<file path="src/design/srp_params.svh">
/*
 Timing and encoding constants for the soft reset policy engine.
 Assumes a 200 MHz clock; included by the package users by bare name.
*/
`ifndef SRP_PARAMS_SVH
`define SRP_PARAMS_SVH
`define CLK_PERIOD_NS 5
`define SENDER_RESP_TIME_US 27
`define SENDER_RESP_CYCLES ((`SENDER_RESP_TIME_US * 1000) / `CLK_PERIOD_NS)
`define TIMER_W 16
`define HR_COUNT_W 4
`define ROLE_PROVIDER 1'b0
`define ROLE_CONS_PROV 1'b1
`endif

</file>
<file path="src/design/srp_pkg.sv">
/*
 Types for the soft reset policy engine: events from the protocol layer,
 state exits toward the policy engine, and the engine states.
 Assumes nothing beyond a SystemVerilog compiler.
*/
package srp_pkg;
   typedef enum logic [3:0] {
      st_idle,
      st_src_sr_init_reset,
      st_src_sr_init_send,
      st_src_sr_init_wait,
      st_src_sr_resp_reset,
      st_src_sr_resp_send,
      st_src_sr_resp_wait,
      st_snk_sr_init_reset,
      st_snk_sr_init_send,
      st_snk_sr_init_wait,
      st_snk_sr_resp_reset,
      st_snk_sr_resp_send,
      st_snk_sr_resp_wait
   } srp_state_t;

   // Single-cycle events from the local protocol layer
   typedef struct packed {
      logic protocol_error;
      logic send_failed;
      logic soft_reset_rx;
      logic accept_rx;
      logic msg_sent;
      logic tx_error;
   } proto_evt_t;

   // Context from the rest of the policy engine
   typedef struct packed {
      logic power_role_source;
      logic in_send_caps;
      logic attached;
      logic prs_supply_transition;
      logic drs_role_change;
      logic default_role;
   } pe_ctx_t;

   // Requests toward the protocol layer
   typedef struct packed {
      logic proto_soft_reset;
      logic send_soft_reset;
      logic send_accept;
   } proto_req_t;

   // State exits toward the policy engine
   typedef struct packed {
      logic go_source_send_caps;
      logic go_sink_wait_caps;
      logic go_source_hard_reset;
      logic go_sink_hard_reset;
      logic go_source_discovery;
      logic go_error_recovery;
      logic phy_hard_reset_req;
   } pe_exit_t;
endpackage : srp_pkg

</file>
<file path="src/design/soft_reset_policy.sv">
/*
 Soft reset handling of a power delivery policy engine, for source
 and sink roles: initiating a soft reset after errors, answering a
 received one, and falling back to a hard reset.
 Assumes one-cycle event pulses from a protocol layer on this clock,
 and that the rest of the engine acts on the one-cycle exit pulses.
*/
`timescale 1ns/1ps
`include "srp_params.svh"
// Summary of operation
// - Source enters initiate state on protocol error or send failure after retries.
// - Failing to send the soft reset itself never starts another soft reset.
// - Send-caps failure while detached goes to discovery, not soft reset.
// - Errors during power role swap supply transition trigger hard reset directly.
// - Errors during data role change trigger connector error recovery directly.
// - Source initiate: reset protocol layer, send soft reset, start response timer.
// - Accept in source initiate state leads to source send-capabilities.
// - Timer expiry or transmit error in source initiate leads to hard reset.
// - Provider picks source hard reset; consumer/provider picks sink hard reset.
// - Source enters respond state from any state on received soft reset.
// - Respond state: reset protocol layer, then request an accept be sent.
// - Accept sent from source respond state leads to source send-capabilities.
// - Transmit error in respond state leads to role-selected hard reset.
// - Sink enters initiate state on errors, except role swap cases only.
// - Sink initiate: reset protocol layer, send soft reset, start response timer.
// - Accept in sink initiate state leads to sink wait-for-capabilities.
// - Timer expiry or transmit error in sink initiate leads to hard reset.
// - Sink respond state sends accept, then goes to sink wait-for-capabilities.
// - Sink hard reset requests phy hard reset signalling, increments counter.
module soft_reset_policy
   import srp_pkg::*;
#(
   parameter int TIMER_W = `TIMER_W,
   parameter int HR_COUNT_W = `HR_COUNT_W,
   parameter logic [TIMER_W-1:0] SENDER_RESP_CYCLES = TIMER_W'(`SENDER_RESP_CYCLES)
)
(
   // Clock and reset
   input wire logic clock,
   input wire logic sys_rst,
   // Protocol layer events and engine context
   input wire srp_pkg::proto_evt_t evt,
   input wire srp_pkg::pe_ctx_t ctx,
   // Hard reset counter clear (detach or power cycle)
   input wire logic hr_count_clear,
   // Requests to the protocol layer
   output srp_pkg::proto_req_t req_ff,
   // Exit pulses to the policy engine
   output srp_pkg::pe_exit_t exit_ff,
   // Status
   output srp_pkg::srp_state_t state_ff,
   output logic [HR_COUNT_W-1:0] hard_reset_counter_b_ff
);
   import srp_pkg::*;

   srp_state_t nxt_state;
   proto_req_t nxt_req;
   pe_exit_t nxt_exit;
   logic timer_start;
   logic timer_stop;
   logic timer_expired;
   logic in_initiate_wait;
   logic in_soft_reset;
   logic error_evt;

   // Hard reset target by default role
   function automatic pe_exit_t hard_reset_exit(input logic default_role);
      pe_exit_t e;
      e = '0;
      if (default_role == `ROLE_CONS_PROV)
      begin
         e.go_sink_hard_reset = 1'b1;
         e.phy_hard_reset_req = 1'b1;
      end
      else
         e.go_source_hard_reset = 1'b1;
      return e;
   endfunction : hard_reset_exit

   assign in_initiate_wait = (state_ff == st_src_sr_init_wait) || (state_ff == st_snk_sr_init_wait);
   assign in_soft_reset = (state_ff != st_idle);
   // Send failure inside a soft reset is handled there, not as a new error
   assign error_evt = evt.protocol_error || (evt.send_failed && !in_soft_reset);

   sender_response_timer #(
      .TIMER_W(TIMER_W),
      .LOAD(SENDER_RESP_CYCLES)
   ) u_sender_response_timer_a (
      .clock(clock),
      .sys_rst(sys_rst),
      .start(timer_start),
      .stop(timer_stop),
      .expired_ff(timer_expired),
      .running_ff()
   );

   // Timer starts once the soft reset message has gone out
   assign timer_start = (state_ff == st_src_sr_init_send || state_ff == st_snk_sr_init_send)
      && evt.msg_sent;
   // Stopped on any response or on leaving the wait state
   assign timer_stop = in_initiate_wait && (nxt_state != state_ff);

   always_comb
   begin
      nxt_state = state_ff;
      nxt_req = '0;
      nxt_exit = '0;
      if (evt.soft_reset_rx)
      begin
         // Partner soft reset wins over everything else
         nxt_state = ctx.power_role_source ? st_src_sr_resp_reset : st_snk_sr_resp_reset;
         nxt_req.proto_soft_reset = 1'b1;
      end
      else if (!in_soft_reset && error_evt)
      begin
         if (ctx.prs_supply_transition)
            nxt_exit = hard_reset_exit(ctx.default_role);
         else if (ctx.drs_role_change)
            nxt_exit.go_error_recovery = 1'b1;
         else if (ctx.power_role_source && ctx.in_send_caps && evt.send_failed && !ctx.attached)
            nxt_exit.go_source_discovery = 1'b1;
         else if (ctx.power_role_source)
         begin
            nxt_state = st_src_sr_init_reset;
            nxt_req.proto_soft_reset = 1'b1;
         end
         else
         begin
            nxt_state = st_snk_sr_init_reset;
            nxt_req.proto_soft_reset = 1'b1;
         end
      end
      else
      begin
         case (state_ff)
            st_idle:
            begin
               nxt_state = st_idle;
            end
            st_src_sr_init_reset:
            begin
               nxt_state = st_src_sr_init_send;
               nxt_req.send_soft_reset = 1'b1;
            end
            st_snk_sr_init_reset:
            begin
               nxt_state = st_snk_sr_init_send;
               nxt_req.send_soft_reset = 1'b1;
            end
            st_src_sr_init_send, st_snk_sr_init_send:
            begin
               if (evt.tx_error || evt.send_failed)
               begin
                  nxt_state = st_idle;
                  nxt_exit = hard_reset_exit(ctx.default_role);
               end
               else if (evt.msg_sent)
                  nxt_state = (state_ff == st_src_sr_init_send) ? st_src_sr_init_wait : st_snk_sr_init_wait;
            end
            st_src_sr_init_wait, st_snk_sr_init_wait:
            begin
               if (evt.accept_rx)
               begin
                  nxt_state = st_idle;
                  if (state_ff == st_src_sr_init_wait)
                     nxt_exit.go_source_send_caps = 1'b1;
                  else
                     nxt_exit.go_sink_wait_caps = 1'b1;
               end
               else if (timer_expired || evt.tx_error)
               begin
                  // Partner missed its accept deadline, or a transmit error was reported
                  nxt_state = st_idle;
                  nxt_exit = hard_reset_exit(ctx.default_role);
               end
            end
            st_src_sr_resp_reset:
            begin
               nxt_state = st_src_sr_resp_send;
               nxt_req.send_accept = 1'b1;
            end
            st_snk_sr_resp_reset:
            begin
               nxt_state = st_snk_sr_resp_send;
               nxt_req.send_accept = 1'b1;
            end
            st_src_sr_resp_send, st_snk_sr_resp_send, st_src_sr_resp_wait, st_snk_sr_resp_wait:
            begin
               if (evt.tx_error || evt.send_failed)
               begin
                  nxt_state = st_idle;
                  nxt_exit = hard_reset_exit(ctx.default_role);
               end
               else if (evt.msg_sent)
               begin
                  nxt_state = st_idle;
                  if (state_ff == st_src_sr_resp_send || state_ff == st_src_sr_resp_wait)
                     nxt_exit.go_source_send_caps = 1'b1;
                  else
                     nxt_exit.go_sink_wait_caps = 1'b1;
               end
            end
            default:
            begin
               nxt_state = st_idle;
            end
         endcase
      end
   end

   always_ff @(posedge clock)
   begin
      if (sys_rst)
         state_ff <= st_idle;
      else
         state_ff <= nxt_state;
   end

   always_ff @(posedge clock)
   begin
      if (sys_rst)
      begin
         req_ff <= '0;
         exit_ff <= '0;
      end
      else
      begin
         req_ff <= nxt_req;
         exit_ff <= nxt_exit;
      end
   end

   // Saturates rather than wrapping so a stuck partner stays visible
   always_ff @(posedge clock)
   begin
      if (sys_rst)
         hard_reset_counter_b_ff <= '0;
      // A hard reset in the clear cycle still counts
      else if (hr_count_clear)
         hard_reset_counter_b_ff <= nxt_exit.go_sink_hard_reset ? HR_COUNT_W'(1) : '0;
      else if (nxt_exit.go_sink_hard_reset && !(&hard_reset_counter_b_ff))
         hard_reset_counter_b_ff <= hard_reset_counter_b_ff + HR_COUNT_W'(1);
   end
endmodule : soft_reset_policy

</file>
<file path="src/design/sender_response_timer.sv">
/*
 Sender response timer: loads on start, counts down, pulses on expiry.
 Assumes start and stop are one-cycle pulses on the same clock.
*/
`timescale 1ns/1ps
`include "srp_params.svh"
module sender_response_timer #(
   parameter int TIMER_W = `TIMER_W,
   parameter logic [TIMER_W-1:0] LOAD = TIMER_W'(`SENDER_RESP_CYCLES)
)
(
   // Clock and reset
   input wire logic clock,
   input wire logic sys_rst,
   // Control
   input wire logic start,
   input wire logic stop,
   // Status
   output logic expired_ff,
   output logic running_ff
);
   logic [TIMER_W-1:0] count_ff;

   always_ff @(posedge clock)
   begin
      if (sys_rst || stop)
      begin
         count_ff <= '0;
         running_ff <= 1'b0;
      end
      else if (start)
      begin
         count_ff <= LOAD;
         running_ff <= 1'b1;
      end
      else if (running_ff)
      begin
         count_ff <= count_ff - TIMER_W'(1);
         if (count_ff == TIMER_W'(1))
            running_ff <= 1'b0;
      end
   end

   always_ff @(posedge clock)
   begin
      if (sys_rst || stop || start)
         expired_ff <= 1'b0;
      else
         expired_ff <= running_ff && (count_ff == TIMER_W'(1));
   end
endmodule : sender_response_timer

</file>
<file path="config.mk">
export PLATFORM = sky130hd
export DESIGN_NAME = soft_reset_policy
export DESIGN_NICKNAME = d
export VERILOG_FILES = /design/src/design/srp_pkg.sv /design/src/design/soft_reset_policy.sv /design/src/design/sender_response_timer.sv
export VERILOG_INCLUDE_DIRS = /design/src /design/src/design
export SDC_FILE = /design/constraint.sdc
export NUM_CORES = 1
export LEC_CHECK = 0
export BUFFER_PORTS_ARGS = -buffer_cell sky130_fd_sc_hd__clkbuf_2
export CAP_MARGIN = 15
export CORE_MARGIN = 10
export CORE_UTILIZATION = 45
export DETAILED_ROUTE_END_ITERATION = 10
export HOLD_SLACK_MARGIN = 0.05
export PLACE_DENSITY = 0.66
export SLEW_MARGIN = 5
export SYNTH_ARGS = -nofsm -noshare
export SYNTH_HDL_FRONTEND = slang
export SYNTH_SLANG_ARGS = --single-unit
</file>
<file path="constraint.sdc">
create_clock -name clock -period 3.6 [get_ports clock]
set_input_delay 0.18 -clock clock [delete_from_list [all_inputs] [get_ports clock]]
set_output_delay 0.18 -clock clock [all_outputs]
set_load 0.01 [all_outputs]
</file>
**After elaboration in Yosys (flattened, before gate mapping)**

Index checks and enable logic that the tools add are counted.

- Add/subtract/negate cells: 2
- Equal/unequal tests: 14
- Muxes and demuxes: 52
- Reduce and logical (&&, ||, !) cells: 32

Operators with widths:

| cell | number |
|---|---|
| $mux 4 | 16 |
| $pmux 4 s7 | 1 |
| $mux 13 | 2 |
| $mux 1 | 21 |
| $pmux 7 s3 | 1 |
| $eq 4x4->1 const B | 5 |
| $mux 5 | 4 |
| $eq 16x1->1 const B | 1 |
| $eq 4x3->1 const B | 4 |
| $sub 16x1->16 const B | 1 |
| $reduce_or 2->1 | 6 |
| $mux 2 | 5 |
| $logic_and 1x1->1 | 9 |
| $eq 4x2->1 const B | 2 |
| $logic_or 1x1->1 | 8 |
| $mux 7 | 1 |
| $add 4x1->4 const B | 1 |
| $eq 4x1->1 const B | 1 |
| $ne 4x4->1 | 1 |
| $reduce_and 4->1 | 1 |
| $reduce_bool 2->1 | 2 |
| $reduce_bool 4->1 | 1 |
| $reduce_or 4->1 | 1 |
| $logic_not 1->1 | 3 |
| 2 further kinds | 2 |

- Bits in registers: 36
- Input bits: 15
- Output and inout port bits: 18
- Word-level logic and storage cells: 116

**Logic depth before layout (Yosys ltp)**

- Depth in word-level cells: 12
- Gate-level depth with buffers: 8
- Mapped depth without buffers: 8

**Modules after synthesis**

From an unflattened synthesis, not the netlist that was laid out.

- Cell total of the unflattened synthesis: 242
- Area total of the unflattened synthesis: 2029.4 um2

By module, submodules not included:

| module | instances | cells an instance | area each (um2) | seq. area each (um2) |
|---|---|---|---|---|
| soft_reset_policy | 1 | 151 | 1174.9 | 360.3 |
| sender_response_timer | 1 | 91 | 854.6 | 360.3 |

**Worst setup path after synthesis**

OpenSTA, ideal clock, no wires.

- Path kind: reg-to-reg
- From: register state_ff[2]
- To: register u_sender_response_timer_a.count_ff[11]
- Library setup time: 0.134 ns
- Arrival: 1.885 ns
- Required time: 3.466 ns
- Path slack: 1.581 ns
- Cell stages (with the launch flop): 9
- Buffers on the path: 2
- Period minus slack after synthesis: 2.019 ns
- Cells stage by stage: dfxtp_1 -> buf_6 -> and3b_1 -> o21a_1 -> a221oi_4 -> o21ai_2 -> a21oi_4 -> buf_12 -> nor3_2

- Word-level cells in the longest chain between the ends: 11
- Elaborated cells on any way between the ends: 40
- Classes of those cells: 13 x eq/ne; 13 x mux; 14 x reduce/logical

RTL lines:

| item | RTL line | text |
|---|---|---|
| from (decl) | soft_reset_policy.sv:51 | `output srp_pkg::srp_state_t state_ff,` |
| from (signal assigned) | soft_reset_policy.sv:214 | `state_ff <= st_idle;` |
| from (signal assigned) | soft_reset_policy.sv:216 | `state_ff <= nxt_state;` |
| $eq 4x2->1 / $reduce_bool 4->1 (equally long branches) | n/a |  |
| $mux 4 / $logic_not 1->1 (equally long branches) | soft_reset_policy.sv:158, soft_reset_policy.sv:83, soft_reset_policy.sv:114 |  |
| $mux 4 / $logic_and 1x1->1 (equally long branches) | soft_reset_policy.sv:157, soft_reset_policy.sv:83 |  |
| $mux 4 / $logic_or 1x1->1 (equally long branches) | soft_reset_policy.sv:152, soft_reset_policy.sv:83 |  |
| $pmux 4 s7 / $logic_and 1x1->1 (equally long branches) | soft_reset_policy.sv:135, soft_reset_policy.sv:114 |  |
| $mux 4 | soft_reset_policy.sv:114 | `else if (!in_soft_reset && error_evt)` |
| $mux 4 | soft_reset_policy.sv:108 | `if (evt.soft_reset_rx)` |
| $ne 4x4->1 | soft_reset_policy.sv:101 | `assign timer_stop = in_initiate_wait && (nxt_state != state_ff);` |
| $logic_and 1x1->1 | soft_reset_policy.sv:101 |  |
| $logic_or 1x1->1 | sender_response_timer.sv:26 | `if (sys_rst \|\| stop)` |
| $reduce_or 2->1 (no line) * | n/a |  |
| to (signal assigned) | sender_response_timer.sv:38 | `count_ff <= count_ff - TIMER_W'(1);` |
| to (decl) | sender_response_timer.sv:22 | `logic [TIMER_W-1:0] count_ff;` |

Every way passes the cells marked *; elsewhere a longest branch is shown, timed or not.
A chain may end at the register's enable or synchronous reset.

**Worst setup path after layout**

- From: register state_ff[1]
- To: register u_sender_response_timer_a.count_ff[5]

Same word-level chain as after synthesis.

==> qor.csv <==
metric,value,unit
synth-seq-cells,36,
met3WireLength,436,um
arrival,2780,ps
path_class,reg2reg,
dr.pass1.iters,4,
grt_setup_unrepaired,no,
maxCapViolations,0,
skew,3.85,ps
layout_commonest_cell,dfxtp_1,
ant_nets,0,
vias_per_cell,5.65,
area_delta_synth_final,12.2,%
post_cts_buffers,0,
route.met2.wl,1950,um
groute.usage.overall,12.5,%
status,completed,
detailed_place_hpwl,3390,um
ys.flop_type,dfxtp_1,
cts_made_buffers,5,
tightest_slew,759,ps
place_area,2210,um^2
setup_viol,0,
p_int,796,uW
ir_worst_vdd,0.297,mV
cp.required,3740,ps
power,1180,uW
first_global_vias,1645,
ff2ff_setup_slack,960,ps
synth-seq-area-share,34.8,%
p_switching,385,uW
netlist-cell-type-count,64,
fin_util,52.6,%
powerDensity,509,nW/um^2
fin_tns_setup,0,ps
combPwrFrac,27.3,%
path_clk_slew,70,ps
drt-met1-wl,2230,um
drc,0,
grt_max_degree,21,
grt_antenna_before_repair,0,
grt_pass1_wl,7940,um
gr-total-overflow,0,
layout-drive-gt1-share,27.1,%
die_area,7710,um^2
design_area,2320,um^2
fp-row-count,24,
post-route-min-period,2640,ps
fmax,0.379,GHz
io_pins,33,
start_util,46.9,%
via_count,1753,
die_h,87.8,um
clock_sinks,36,
die_width,87.8,um
p_leak,0.000866,uW
crit_fanout,20,
slew_headroom,49.3,%
clock_latency,280,ps
root_buffer,clkbuf_8,
cts_buffer_depth,2,
seqPwrFrac,43.6,%
cts_tree,done,
synthesis.nets,247,
syn_area_per_cell,9.03,um^2
endpoint_kind,register,
highest_layer,met4,
ys_warn_count,0,
numPortBuffers,32,
hold_buffers,0,
diodes,0,
period_share,73.4,%
hold_slack,112,ps
sw_frac_of_total,32.6,%
final_nets,275,
drt_iter0_drc,152,
netlist_instances,229,
core-area,4410,um^2
hold_path_class,in2reg,
wl_per_cell,15.0,um
clockPowerShare,29.1,%
layout_common_cells,"36 x dfxtp_1, 32 x clkbuf_2, 18 x nor3_1, 17 x nor2_1, 16 x a21oi_1",
hold_viol,0,
cts-htree-levels,2,
place_congestion,0.893,
report.final.slew_viol_count,0,
ctsResizeCount,0,
start_kind,register,
totalWireLength,4660,um
synth_edf_count,0,
netlist_area,2070,um^2
ys_async_sr_fraction,0,%
[power groups by stage]
stage | clock network [uW] | logic, uW | registers (uW)
floorplan | 0 | 279 | 504
global placement | 0 | 317 | 523
detailed placement | 0 | 318 | 522
CTS | 354 | 321 | 514
global route | 377 | 359 | 524
finish | 343 | 322 | 515
[synthesized netlist by cell type (2+ instances only)]
library cell | count | area (um^2)
nor3_1 | 18 | 90.1
clkbuf_1 | 5 | 18.8
nor4_1 | 7 | 43.8
ha_1 | 3 | 37.5
nor2_2 | 3 | 18.8
a21oi_1 | 16 | 80.1
a21oi_2 | 5 | 43.8
buf_2 | 3 | 15.0
a21o_1 | 2 | 15.0
a31oi_1 | 2 | 12.5
nand2_1 | 12 | 45.0
a211oi_1 | 2 | 15.0
nor3_2 | 4 | 40.0
o21ai_1 | 2 | 10.0
nand4b_1 | 2 | 17.5
nand3_1 | 4 | 20.0
buf_6 | 3 | 33.8
nor2_1 | 17 | 63.8
nand2b_1 | 2 | 12.5
nor4_2 | 2 | 25.0
dfxtp_1 | 36 | 721
nand4_1 | 3 | 18.8
o21ai_0 | 8 | 40.0
xor2_1 | 3 | 26.3
inv_1 | 7 | 26.3
nor2b_1 | 4 | 25.0
or2_2 | 3 | 18.8
and3_1 | 3 | 18.8
xnor2_1 | 13 | 114
[final cells by class]
class | count | area [um^2]
tap | 52 | 65.1
multi-input combinational | 174 | 1230
inverter | 7 | 26.3
clock buffer | 6 | 72.6
timing repair buffer | 33 | 168
clock inverter | 2 | 35.0
fill | 428 | 2090
sequential | 36 | 721
[kinds of logic after synthesis]
family / synth area share, %
buffers and inverters: 5.51
flip-flops: 34.8
AND/OR/NAND/NOR: 28.7
multiplexers: 0.484
AO/OA/AOI/OAI: 20.6
adder cells (fa/ha/maj): 2.30
XOR/XNOR: 7.56
[layer usage]
layer | vias up | GRT usage [%]
met5 | - | 0
met4 | 0 | 3.62
met3 | 6 | 5.20
met2 | 70 | 17.5
met1 | 786 | 17.1
li1 | 891 | -
[flip-flops by register name, indices dropped and copies added, names as in the netlist]
register / flops
hard_reset_counter_b_ff: 4
exit_ff: 7
state_ff: 4
u_sender_response_timer_a.count_ff: 16
u_sender_response_timer_a.expired_ff: 1
req_ff: 3
u_sender_response_timer_a.running_ff: 1
[worst max-delay path: stages, from the launching register on]
cell and delay (ps):
dfxtp_1 820, nor2_2 220, and3_4 260, a2111oi_2 410
nor4_4 110, a21oi_4 570, nor3_1 100
[worst paths after layout]
path,depth (start not counted),end,start
max,6,u_sender_response_timer_a.count_ff[5]$_SDFFE_PP0P_,state_ff[1]$_SDFF_PP0_
min,2,hard_reset_counter_b_ff[2]$_SDFFE_PP0P_,hr_count_clear
max reg2reg,6,u_sender_response_timer_a.count_ff[5]$_SDFFE_PP0P_,state_ff[1]$_SDFF_PP0_
min reg2reg,2,hard_reset_counter_b_ff[3]$_SDFFE_PP0P_,hard_reset_counter_b_ff[3]$_SDFFE_PP0P_
[per-stage QoR]
step,setup slack (ps),instances
finish,959,310
global route,728,310
CTS,963,310
detailed placement,964,302
global placement,1000,302
floorplan,1580,229
(Power assumes the default switching activity.)
